**src/logic/fsk_mod_pkg.sv**
```systemverilog
// Shared constants and carrier types for the transmit modulation control block.
// Assumes a 32-bit AXI4-Lite register bus and one clock that stands for the crystal clock.
package fsk_mod_pkg;

  localparam int unsigned SWALLOW_W = 4;
  localparam int unsigned MAIN_W    = 12;
  localparam int unsigned REFDIV_W  = 12;
  localparam int unsigned KDIV_W    = 6;
  localparam int unsigned EXP_W     = 3;
  localparam int unsigned SLOPE_W   = 5;
  localparam int unsigned ATTEN_W   = 4;
  localparam int unsigned FILT_W    = 3;
  localparam int unsigned STEP_W    = 2;
  localparam int unsigned DIVCNT_W  = 13;
  localparam int unsigned ADDR_W    = 8;

  // Register byte offsets.
  localparam logic [ADDR_W-1:0] OFS_SCHEME   = 8'h00;
  localparam logic [ADDR_W-1:0] OFS_ZERO_SET = 8'h04;
  localparam logic [ADDR_W-1:0] OFS_ONE_SET  = 8'h08;
  localparam logic [ADDR_W-1:0] OFS_SHAPER   = 8'h0c;
  localparam logic [ADDR_W-1:0] OFS_STATUS   = 8'h10;

  // Field positions of the divider-set registers.
  localparam int unsigned SET_SWALLOW_LSB = 0;
  localparam int unsigned SET_MAIN_LSB    = 8;
  localparam int unsigned SET_REF_LSB     = 20;

  // Field positions of the shaper register.
  localparam int unsigned SHP_KDIV_LSB  = 0;
  localparam int unsigned SHP_EXP_LSB   = 8;
  localparam int unsigned SHP_SLOPE_LSB = 12;
  localparam int unsigned SHP_ATTEN_LSB = 20;
  localparam int unsigned SHP_FILT_LSB  = 24;

  // Field positions of the status register.
  localparam int unsigned ST_BIT_LSB    = 0;
  localparam int unsigned ST_TONE_LSB   = 1;
  localparam int unsigned ST_LEVEL_LSB  = 2;
  localparam int unsigned ST_RAMP_LSB   = 3;
  localparam int unsigned ST_STEP_LSB   = 4;
  localparam int unsigned ST_VCO_LSB    = 8;
  localparam int unsigned ST_DIVM_LSB   = 9;

  localparam logic [1:0] SCHEME_VCO = 2'b00;
  localparam logic [1:0] SCHEME_DIV = 2'b10;

  localparam logic [1:0] RESP_OKAY   = 2'b00;
  localparam logic [1:0] RESP_SLVERR = 2'b10;

  localparam logic [EXP_W-1:0]    EXP_MAX    = 3'h7;
  localparam logic [STEP_W-1:0]   STEP_LAST  = 2'h3;
  localparam logic [KDIV_W-1:0]   KDIV_RESET = 6'h01;
  localparam logic [31:0]         SET_RESET  = 32'h00101000;

  typedef struct packed {
    logic [SWALLOW_W-1:0] swallow_count;
    logic [MAIN_W-1:0]    main_count;
    logic [REFDIV_W-1:0]  ref_divider;
  } divider_set_t;

  typedef struct packed {
    logic [KDIV_W-1:0]  ref_divisor;
    logic [EXP_W-1:0]   shaper_clock_exponent;
    logic [SLOPE_W-1:0] slope_code;
    logic [ATTEN_W-1:0] atten_code;
    logic [FILT_W-1:0]  filter_code;
  } shaper_cfg_t;

  typedef struct packed {
    logic              active;
    logic              level;
    logic [STEP_W-1:0] step;
  } shaper_state_t;

endpackage

```
**src/logic/fsk_modulation_control.sv**
```systemverilog
// Transmit FSK modulation control: scheme decode, divider-set choice and waveform shaper.
// Assumes an AXI4-Lite master on aclk and a transmit data pin asynchronous to aclk.
`timescale 1ns/10ps
module fsk_modulation_control
  import fsk_mod_pkg::*;
(
  input  wire logic                      aclk,
  input  wire logic                      aresetn,
  // AXI4-Lite slave.
  input  wire logic [ADDR_W-1:0]         s_axi_awaddr,
  input  wire logic                      s_axi_awvalid,
  output logic                           s_axi_awready,
  input  wire logic [31:0]               s_axi_wdata,
  input  wire logic [3:0]                s_axi_wstrb,
  input  wire logic                      s_axi_wvalid,
  output logic                           s_axi_wready,
  output logic [1:0]                     s_axi_bresp,
  output logic                           s_axi_bvalid,
  input  wire logic                      s_axi_bready,
  input  wire logic [ADDR_W-1:0]         s_axi_araddr,
  input  wire logic                      s_axi_arvalid,
  output logic                           s_axi_arready,
  output logic [31:0]                    s_axi_rdata,
  output logic [1:0]                     s_axi_rresp,
  output logic                           s_axi_rvalid,
  input  wire logic                      s_axi_rready,
  // Transmit data pin and synthesizer / shaper controls.
  input  wire logic                      tx_bit_input,
  output fsk_mod_pkg::divider_set_t      synth_set,
  output logic                           vco_mode,
  output logic                           divider_mode,
  output logic                           mod_clk_tick,
  output fsk_mod_pkg::shaper_state_t     shaper_state,
  output logic [SLOPE_W-1:0]             slope_code,
  output logic [ATTEN_W-1:0]             atten_code,
  output logic [FILT_W-1:0]              filter_code
);

  import fsk_mod_pkg::*;

  typedef enum logic [0:0] {
    SHP_HOLD = 1'b0,
    SHP_RAMP = 1'b1
  } shp_fsm_t;

  // Merges a write into an old register value under the byte strobes.
  function automatic logic [31:0] merge_bytes(input logic [31:0] old_v,
                                              input logic [31:0] new_v,
                                              input logic [3:0]  strb);
    logic [31:0] res;
    res = old_v;
    for (int i = 0; i < 4; i++) begin
      if (strb[i]) begin
        res[i*8 +: 8] = new_v[i*8 +: 8];
      end
    end
    return res;
  endfunction

  // True for any offset that maps to a register, readable or writable.
  function automatic logic is_mapped(input logic [ADDR_W-1:0] a);
    return (a == OFS_SCHEME) || (a == OFS_ZERO_SET) || (a == OFS_ONE_SET) ||
           (a == OFS_SHAPER) || (a == OFS_STATUS);
  endfunction

  function automatic divider_set_t unpack_set(input logic [31:0] r);
    divider_set_t s;
    s.swallow_count = r[SET_SWALLOW_LSB +: SWALLOW_W];
    s.main_count    = r[SET_MAIN_LSB +: MAIN_W];
    s.ref_divider   = r[SET_REF_LSB +: REFDIV_W];
    return s;
  endfunction

  // Register state.
  logic [1:0]         scheme_ff;
  logic [31:0]        zero_set_ff;
  logic [31:0]        one_set_ff;
  logic [31:0]        shaper_reg_ff;
  logic [1:0]         nxt_scheme;
  logic [31:0]        nxt_zero_set;
  logic [31:0]        nxt_one_set;
  logic [31:0]        nxt_shaper_reg;

  // Bus handshake state.
  logic               bvalid_ff;
  logic [1:0]         bresp_ff;
  logic               rvalid_ff;
  logic [1:0]         rresp_ff;
  logic [31:0]        rdata_ff;
  logic               nxt_bvalid;
  logic [1:0]         nxt_bresp;
  logic               nxt_rvalid;
  logic [1:0]         nxt_rresp;
  logic [31:0]        nxt_rdata;
  logic               wr_fire;
  logic               rd_fire;

  // Datapath state.
  logic               tx_bit;
  logic               tick;
  shaper_cfg_t        cfg;
  divider_set_t       zero_set;
  divider_set_t       one_set;
  shp_fsm_t           shp_ff;
  shp_fsm_t           nxt_shp;
  logic               level_ff;
  logic               nxt_level;
  logic [STEP_W-1:0]  step_ff;
  logic [STEP_W-1:0]  nxt_step;
  logic               sampled_ff;
  logic               nxt_sampled;
  logic               tone_ff;
  logic               nxt_tone;
  logic               is_vco;
  logic               is_div;
  logic [31:0]        status_word;

  pin_sync u_tx_sync (
    .aclk    (aclk),
    .aresetn (aresetn),
    .pin     (tx_bit_input),
    .level   (tx_bit)
  );

  always_comb begin
    cfg.ref_divisor           = shaper_reg_ff[SHP_KDIV_LSB +: KDIV_W];
    cfg.shaper_clock_exponent = shaper_reg_ff[SHP_EXP_LSB +: EXP_W];
    cfg.slope_code            = shaper_reg_ff[SHP_SLOPE_LSB +: SLOPE_W];
    cfg.atten_code            = shaper_reg_ff[SHP_ATTEN_LSB +: ATTEN_W];
    cfg.filter_code           = shaper_reg_ff[SHP_FILT_LSB +: FILT_W];
    zero_set                  = unpack_set(zero_set_ff);
    one_set                   = unpack_set(one_set_ff);
  end

  mod_clock_divider u_mod_clk (
    .aclk           (aclk),
    .aresetn        (aresetn),
    .ref_divisor    (cfg.ref_divisor),
    .clock_exponent (cfg.shaper_clock_exponent),
    .tick           (tick)
  );

  // Scheme decode; unused codes leave both modes off and the zero set in place.
  assign is_vco = (scheme_ff == SCHEME_VCO);
  assign is_div = (scheme_ff == SCHEME_DIV);

  // Write channel: address and data are taken together, one write at a time.
  assign wr_fire       = s_axi_awvalid && s_axi_wvalid && !bvalid_ff;
  assign s_axi_awready = wr_fire;
  assign s_axi_wready  = wr_fire;
  assign rd_fire       = s_axi_arvalid && !rvalid_ff;
  assign s_axi_arready = rd_fire;

  always_comb begin
    nxt_scheme     = scheme_ff;
    nxt_zero_set   = zero_set_ff;
    nxt_one_set    = one_set_ff;
    nxt_shaper_reg = shaper_reg_ff;
    nxt_bvalid     = bvalid_ff && !s_axi_bready;
    nxt_bresp      = bresp_ff;
    if (wr_fire) begin
      nxt_bvalid = 1'b1;
      nxt_bresp  = RESP_OKAY;
      case (s_axi_awaddr)
        OFS_SCHEME: begin
          nxt_scheme = 2'(merge_bytes({30'h0, scheme_ff}, s_axi_wdata, s_axi_wstrb));
        end
        OFS_ZERO_SET: begin
          nxt_zero_set = merge_bytes(zero_set_ff, s_axi_wdata, s_axi_wstrb);
        end
        OFS_ONE_SET: begin
          nxt_one_set = merge_bytes(one_set_ff, s_axi_wdata, s_axi_wstrb);
        end
        OFS_SHAPER: begin
          nxt_shaper_reg = merge_bytes(shaper_reg_ff, s_axi_wdata, s_axi_wstrb);
        end
        OFS_STATUS: begin
          // Status is read-only; the write is accepted and ignored.
          nxt_bresp = RESP_OKAY;
        end
        default: begin
          nxt_bresp = RESP_SLVERR;
        end
      endcase
    end
  end

  always_comb begin
    status_word                        = '0;
    status_word[ST_BIT_LSB]            = tx_bit;
    status_word[ST_TONE_LSB]           = tone_ff;
    status_word[ST_LEVEL_LSB]          = level_ff;
    status_word[ST_RAMP_LSB]           = (shp_ff == SHP_RAMP);
    status_word[ST_STEP_LSB +: STEP_W] = step_ff;
    status_word[ST_VCO_LSB]            = is_vco;
    status_word[ST_DIVM_LSB]           = is_div;
  end

  always_comb begin
    nxt_rvalid = rvalid_ff && !s_axi_rready;
    nxt_rresp  = rresp_ff;
    nxt_rdata  = rdata_ff;
    if (rd_fire) begin
      nxt_rvalid = 1'b1;
      nxt_rresp  = is_mapped(s_axi_araddr) ? RESP_OKAY : RESP_SLVERR;
      case (s_axi_araddr)
        OFS_SCHEME:   nxt_rdata = {30'h0, scheme_ff};
        OFS_ZERO_SET: nxt_rdata = zero_set_ff;
        OFS_ONE_SET:  nxt_rdata = one_set_ff;
        OFS_SHAPER:   nxt_rdata = shaper_reg_ff;
        OFS_STATUS:   nxt_rdata = status_word;
        default:      nxt_rdata = '0;
      endcase
    end
  end

  // Tone select follows the synchronised bit only in divider mode.
  always_comb begin
    nxt_tone = 1'b0;
    if (is_div) begin
      nxt_tone = tx_bit;
    end
  end

  // Waveform shaper: in vco mode bits are sampled on modulator clock ticks; otherwise every cycle.
  always_comb begin
    nxt_shp     = shp_ff;
    nxt_level   = level_ff;
    nxt_step    = step_ff;
    nxt_sampled = sampled_ff;
    if (!is_vco) begin
      nxt_shp     = SHP_HOLD;
      nxt_step    = '0;
      nxt_sampled = tx_bit;
      nxt_level   = tx_bit;
    end else if (tick) begin
      nxt_sampled = tx_bit;
      if (tx_bit != sampled_ff) begin
        // A change mid-ramp turns the ramp round and restarts the count.
        nxt_shp   = SHP_RAMP;
        nxt_level = tx_bit;
        nxt_step  = '0;
      end else begin
        case (shp_ff)
          SHP_HOLD: begin
            nxt_step = '0;
          end
          SHP_RAMP: begin
            if (step_ff == STEP_LAST) begin
              nxt_shp  = SHP_HOLD;
              nxt_step = '0;
            end else begin
              nxt_step = step_ff + STEP_W'(1);
            end
          end
          default: begin
            nxt_shp  = SHP_HOLD;
            nxt_step = '0;
          end
        endcase
      end
    end
  end

  always_ff @(posedge aclk) begin
    if (!aresetn) begin
      scheme_ff     <= SCHEME_VCO;
      zero_set_ff   <= SET_RESET;
      one_set_ff    <= SET_RESET;
      shaper_reg_ff <= {26'h0, KDIV_RESET};
      bvalid_ff     <= 1'b0;
      bresp_ff      <= RESP_OKAY;
      rvalid_ff     <= 1'b0;
      rresp_ff      <= RESP_OKAY;
      rdata_ff      <= '0;
      shp_ff        <= SHP_HOLD;
      level_ff      <= 1'b0;
      step_ff       <= '0;
      sampled_ff    <= 1'b0;
      tone_ff       <= 1'b0;
    end else begin
      scheme_ff     <= nxt_scheme;
      zero_set_ff   <= nxt_zero_set;
      one_set_ff    <= nxt_one_set;
      shaper_reg_ff <= nxt_shaper_reg;
      bvalid_ff     <= nxt_bvalid;
      bresp_ff      <= nxt_bresp;
      rvalid_ff     <= nxt_rvalid;
      rresp_ff      <= nxt_rresp;
      rdata_ff      <= nxt_rdata;
      shp_ff        <= nxt_shp;
      level_ff      <= nxt_level;
      step_ff       <= nxt_step;
      sampled_ff    <= nxt_sampled;
      tone_ff       <= nxt_tone;
    end
  end

  assign s_axi_bvalid = bvalid_ff;
  assign s_axi_bresp  = bresp_ff;
  assign s_axi_rvalid = rvalid_ff;
  assign s_axi_rresp  = rresp_ff;
  assign s_axi_rdata  = rdata_ff;

  // The tone flop lags the scheme by a cycle, so the mode gates it here as well.
  assign synth_set          = (tone_ff && is_div) ? one_set : zero_set;
  assign vco_mode           = is_vco;
  assign divider_mode       = is_div;
  assign mod_clk_tick       = tick;
  assign shaper_state       = {(shp_ff == SHP_RAMP), level_ff, step_ff};
  // Codes pass unchanged; their full ranges are legal.
  assign slope_code  = cfg.slope_code;
  assign atten_code  = cfg.atten_code;
  assign filter_code = cfg.filter_code;

endmodule // fsk_modulation_control

```
**src/logic/pin_sync.sv**
```systemverilog
// Three-stage synchroniser for an asynchronous input pin.
// The output only follows the pin once the second and third stages agree.
`timescale 1ns/10ps
module pin_sync (
  input  wire logic aclk,
  input  wire logic aresetn,
  input  wire logic pin,
  output logic      level
);

  logic meta_ff;
  logic s2_ff;
  logic s3_ff;
  logic level_ff;
  logic nxt_level;

  always_comb begin
    nxt_level = (s2_ff == s3_ff) ? s3_ff : level_ff;
  end

  always_ff @(posedge aclk) begin
    if (!aresetn) begin
      meta_ff  <= 1'b0;
      s2_ff    <= 1'b0;
      s3_ff    <= 1'b0;
      level_ff <= 1'b0;
    end else begin
      meta_ff  <= pin;
      s2_ff    <= meta_ff;
      s3_ff    <= s2_ff;
      level_ff <= nxt_level;
    end
  end

  assign level = level_ff;

endmodule // pin_sync

```
**src/logic/mod_clock_divider.sv**
```systemverilog
// Modulator clock divider: one aclk-wide tick every divisor * 2^(7 - exponent) cycles.
// Assumes aclk is the crystal clock; the divisor and exponent may change at any time.
`timescale 1ns/10ps
module mod_clock_divider
  import fsk_mod_pkg::*;
(
  input  wire logic                aclk,
  input  wire logic                aresetn,
  input  wire logic [KDIV_W-1:0]   ref_divisor,
  input  wire logic [EXP_W-1:0]    clock_exponent,
  output logic                     tick
);

  logic [DIVCNT_W-1:0] count_ff;
  logic [DIVCNT_W-1:0] nxt_count;
  logic [DIVCNT_W-1:0] period;
  logic [KDIV_W-1:0]   divisor;
  logic                tick_ff;
  logic                nxt_tick;

  always_comb begin
    // A divisor of zero is outside the legal range and acts as one.
    divisor   = (ref_divisor == '0) ? KDIV_RESET : ref_divisor;
    period    = DIVCNT_W'({7'h00, divisor} << (EXP_MAX - clock_exponent));
    nxt_tick  = 1'b0;
    nxt_count = count_ff + DIVCNT_W'(1);
    // Comparing with >= lets a shortened period take effect at once.
    if (nxt_count >= period) begin
      nxt_count = '0;
      nxt_tick  = 1'b1;
    end
  end

  always_ff @(posedge aclk) begin
    if (!aresetn) begin
      count_ff <= '0;
      tick_ff  <= 1'b0;
    end else begin
      count_ff <= nxt_count;
      tick_ff  <= nxt_tick;
    end
  end

  assign tick = tick_ff;

endmodule // mod_clock_divider

```
**config.mk**
```make
export PLATFORM = sky130hd
export DESIGN_NAME = fsk_modulation_control
export DESIGN_NICKNAME = d
export VERILOG_FILES = /design/src/logic/fsk_mod_pkg.sv /design/src/logic/fsk_modulation_control.sv /design/src/logic/pin_sync.sv /design/src/logic/mod_clock_divider.sv
export SDC_FILE = /design/constraint.sdc
export NUM_CORES = 1
export LEC_CHECK = 0
export ABC_AREA = 1
export BUFFER_PORTS_ARGS = -buffer_cell sky130_fd_sc_hd__buf_2
export CAP_MARGIN = 20
export CORE_ASPECT_RATIO = 0.75
export CORE_MARGIN = 2
export CORE_UTILIZATION = 57
export DETAILED_ROUTE_END_ITERATION = 10
export GPL_TIMING_DRIVEN = 0
export PLACE_DENSITY = 0.79
export SYNTH_ARGS = -nofsm -noshare
export SYNTH_HDL_FRONTEND = slang
export SYNTH_SLANG_ARGS = --single-unit
```
**constraint.sdc**
```tcl
create_clock -name aclk -period 3 [get_ports aclk]
set_clock_uncertainty 0.15 [all_clocks]
set_input_delay 0.3 -clock aclk [delete_from_list [all_inputs] [get_ports aclk]]
set_output_delay 0.3 -clock aclk [all_outputs]
set_load 0.005 [all_outputs]
```
==> reports/metrics.cfg <==
[power_and_ir_drop]
power.density_nw_per_um2=464
power.combinational.fraction_pct=6.8
vdd.ir_drop.worst_mv=0.425
intPower_mw=3.48
clock_power_share_pct=47.7
power.net_switching_mw=1.19
cellLeakagePower_nw=4.57
netSwitchingFraction_pct=25.5
power.sequential.fraction_pct=45.4

[setup_path]
reg2reg_depth=15
timing.critical_path.fanout_max=7
worst_r2r_endpoint=u_mod_clk.count_ff[1]$_SDFF_PP0_
setup.worst_path.start_class=flop
timing.critical_path.arrival_ns=2.93
critical_path_required_ns=3.21
criticalPathCategory=flop to flop
rr_startpoint=u_mod_clk.count_ff[0]$_SDFF_PP0_
category_of_the_worst_setup_path_capture_point=flop
slack_of_the_worst_reg_to_reg_path_ns=0.28

[global_routing]
grt_pass1_wl_um=39500
grt.total_usage_pct=32.2
grt_antenna_before_repair=1
global_route.overflow_total=0
first_global_vias=7830
grt_start_max_net_pins=17

[cells_and_area]
flow.area_growth_from_synthesis_pct=19.7
fillCellCount=1247
layout.nets=1390
postLayoutCellArea_um2=10100
layout-drive-gt1-share_pct=27.9

[timing]
setup_viol=0
postLayoutSetupSlackWorst_ns=0.283
final.hold.worst_slack_ns=0.00234
clock.fmax_mhz=368
worst_slew_pin_slew_ns=0.699
period_share_pct=90.6
period_minus_slack_ns=2.72
tns_ns=0
finalMaxSlewViolations=0
slew-limit-headroom_pct=53.4
finalHoldViolations=0

[run]
timing.max_cap.violations=0

[drt]
drt_drc=0
viasPerCell=5.68
detailroute.via_count=8692
totalWireLength_um=25300
drt-initial-drc-count=943
detail-route-antenna-nets=0
drt_first_pass_iters=6
wire_per_inst_um=16.6

[synth]
synth.yosys.seq_area_share_pct=37.7
syn-instance-count=1145
synth.cell_area_um2=8400
synth.ff_latch_count=158
synth.largest_area_cell=dfxtp_1
synth.area.top_cells=dfxtp_1 38%, nand3_1 10%, nand2_1 9.7%
synthesis_warning_total=0
post_synth_num_cell_types=42
synth.top_cell.area_share_pct=37.7
synthesis.area_per_instance_um2=7.34

[floorplan]
chipWidth_um=144
design.core.area_um2=14500
start_util_pct=58.1
io-pin-count=148
fp.dieH_um=109
placementRows=38
dieArea_um2=15700

[clock_network]
cts.path.max_buffers=2
clk_pin_slew_ns=0.07
worst_skew_pair.late_latency_ns=0.43
cts.htree.levels=4
clock-root-buffer=clkbuf_16
tritoncts_num_sinks=158
cts_inserted_buffers=17
cts_tree=yes

[worst_hold_path]
worst_hold_path_cells=3
whs_endpoint=zero_set_ff[4]$_SDFFE_PN0P_
worstHoldStart=s_axi_wdata[4]
hold_path_class=input pin to flop

[placement]
postPlaceCellArea_um2=9380
gp_congestion=0.903
place_ws_ns=-0.104
io_buffers=145
detailed_place_hpwl_um=18000

[run_status]
status=finished, final reports clean

-- how the worst max path moves through the flow --
stage | slack, ns | end | from
floorplan | 0.47 | u_mod_clk.count_ff[10]$_SDFF_PP0_ | u_mod_clk.count_ff[0]$_SDFF_PP0_
global placement | 0.02 | u_mod_clk.count_ff[6]$_SDFF_PP0_ | u_mod_clk.count_ff[0]$_SDFF_PP0_
detailed placement | -0.10 | u_mod_clk.count_ff[10]$_SDFF_PP0_ | u_mod_clk.count_ff[0]$_SDFF_PP0_
CTS | 0.02 | u_mod_clk.count_ff[1]$_SDFF_PP0_ | u_mod_clk.count_ff[0]$_SDFF_PP0_
global route | -0.001 | u_mod_clk.count_ff[1]$_SDFF_PP0_ | u_mod_clk.count_ff[0]$_SDFF_PP0_
finish | 0.28 | u_mod_clk.count_ff[1]$_SDFF_PP0_ | u_mod_clk.count_ff[0]$_SDFF_PP0_
-- per-stage QoR --
step,power [mW],cells,util [%]
floorplan,2.33,1146,-
global route,4.76,1529,69.6
global placement,2.46,1491,64.9
CTS,4.65,1528,69.4
detailed placement,2.47,1491,64.9
finish,4.67,1529,69.6
-- worst max-delay path, cell delays in order, from the launching register on --
cell and delay, ns:
dfxtp_4 0.39, ha_4 0.17, nand2_1 0.09, nor2_4 0.13
nand3_1 0.11, o21ai_0 0.15, nand2_1 0.13, ha_1 0.34
nand2_1 0.07, inv_1 0.03, o21bai_1 0.14, nand2_1 0.07
a21oi_1 0.15, nand4_1 0.19, buf_4 0.23, nor2_1 0.10
-- cells by family (layout without fill, tap and decap cells) --
| logic type | after synthesis | in the layout | synth area share (%) |
|---|---|---|---|
| other cells | 1 | 3 | 0.0446 |
| fa+ha+maj | 15 | 15 | 2.23 |
| buf+inv | 159 | 341 | 9.94 |
| flops | 158 | 158 | 37.7 |
| mux | 29 | 29 | 3.87 |
| simple gates | 603 | 603 | 34.4 |
| xor+xnor | 6 | 6 | 0.626 |
| compound gates | 174 | 174 | 11.2 |
-- state kept, by name, indices dropped and copies added (netlist names) --
register / cells
one_set_ff: 32
sampled_ff: 1
u_tx_sync.s3_ff: 1
u_tx_sync.s2_ff: 1
shaper_reg_ff: 32
u_mod_clk.tick: 1
s_axi_rresp: 1
u_mod_clk.count_ff: 13
s_axi_rvalid: 1
s_axi_rdata: 32
level_ff: 1
zero_set_ff: 32
shp_ff: 1
u_tx_sync.meta_ff: 1
s_axi_bresp: 1
tone_ff: 1
step_ff: 2
scheme_ff: 2
u_tx_sync.level: 1
s_axi_bvalid: 1
-- layout by cell type, fill, tap and decap left out, drive strengths merged, types with 2 or more instances in the layout --
cell type	instances
o21ai	54
mux2	28
nand3b	2
inv	82
ha	15
or2	3
nand2	259
nand4	11
nor2	114
nor3	15
nand3	194
o21bai	2
dfxtp	158
clkbuf	42
bufinv	2
xor2	5
clkinv	3
buf	202
conb	2
clkinvlp	5
dlygate4sd3	4
a21oi	117
and2	3
nor4	2
-- Yosys cell counts (all sizes together) --
library cell,instances
nand2,259
conb,1
mux2,28
o21ai,54
xor2,5
nor3,15
dfxtp,158
xnor2,1
nand3,194
clkinv,3
nand4,11
nor4,2
mux2i,1
clkbuf,23
or2,3
inv,76
nor2,114
ha,15
a21o,1
dlymetal6s2s,1
buf,56
o21bai,2
nand3b,2
and2,3
a21oi,117
-- layer usage --
layer | vias up | track usage [%] | wire length (um)
met1 | 4004 | 45.1 | 11000
li1 | 4121 | - | -
met5 | - | 0 | 0
met2 | 517 | 49.7 | 11000
met4 | 0 | 11.9 | 540
met3 | 50 | 5.88 | 2830
-- area by class of cell --
class | count | area, um2 | area share, %
Buffer | 80 | 546 | 5.42
Multi-Input combinational cell | 829 | 4430 | 44.0
Tap cell | 200 | 250 | 2.49
Sequential cell | 158 | 3170 | 31.5
Timing Repair Buffer | 150 | 773 | 7.69
Clock buffer | 19 | 443 | 4.40
Antenna cell | 1 | 2.50 | 0.0249
Clock inverter | 13 | 153 | 1.52
Inverter | 79 | 297 | 2.95
-- power by group through the flow --
stage,Combinational (mW),Clock (mW),Sequential (mW)
final,0.319,2.23,2.12
after global routing,0.343,2.30,2.12
after CTS,0.309,2.22,2.12
after detailed placement,0.300,0,2.17
after global placement,0.296,0,2.17
after floorplan,0.171,0,2.16
-- what timing repair did --
| action | in CTS | in global routing |
|---|---|---|
| endpoints found under the setup margin | 10 | 14 |
| pin swaps | 1 | 2 |
| buffers inserted | 1 | 0 |
| hold endpoints to repair | 4 | 0 |
| hold buffers | 4 | 0 |
| resized for setup | 2 | 8 |
Note: power is estimated with default switching activity, not from simulation.
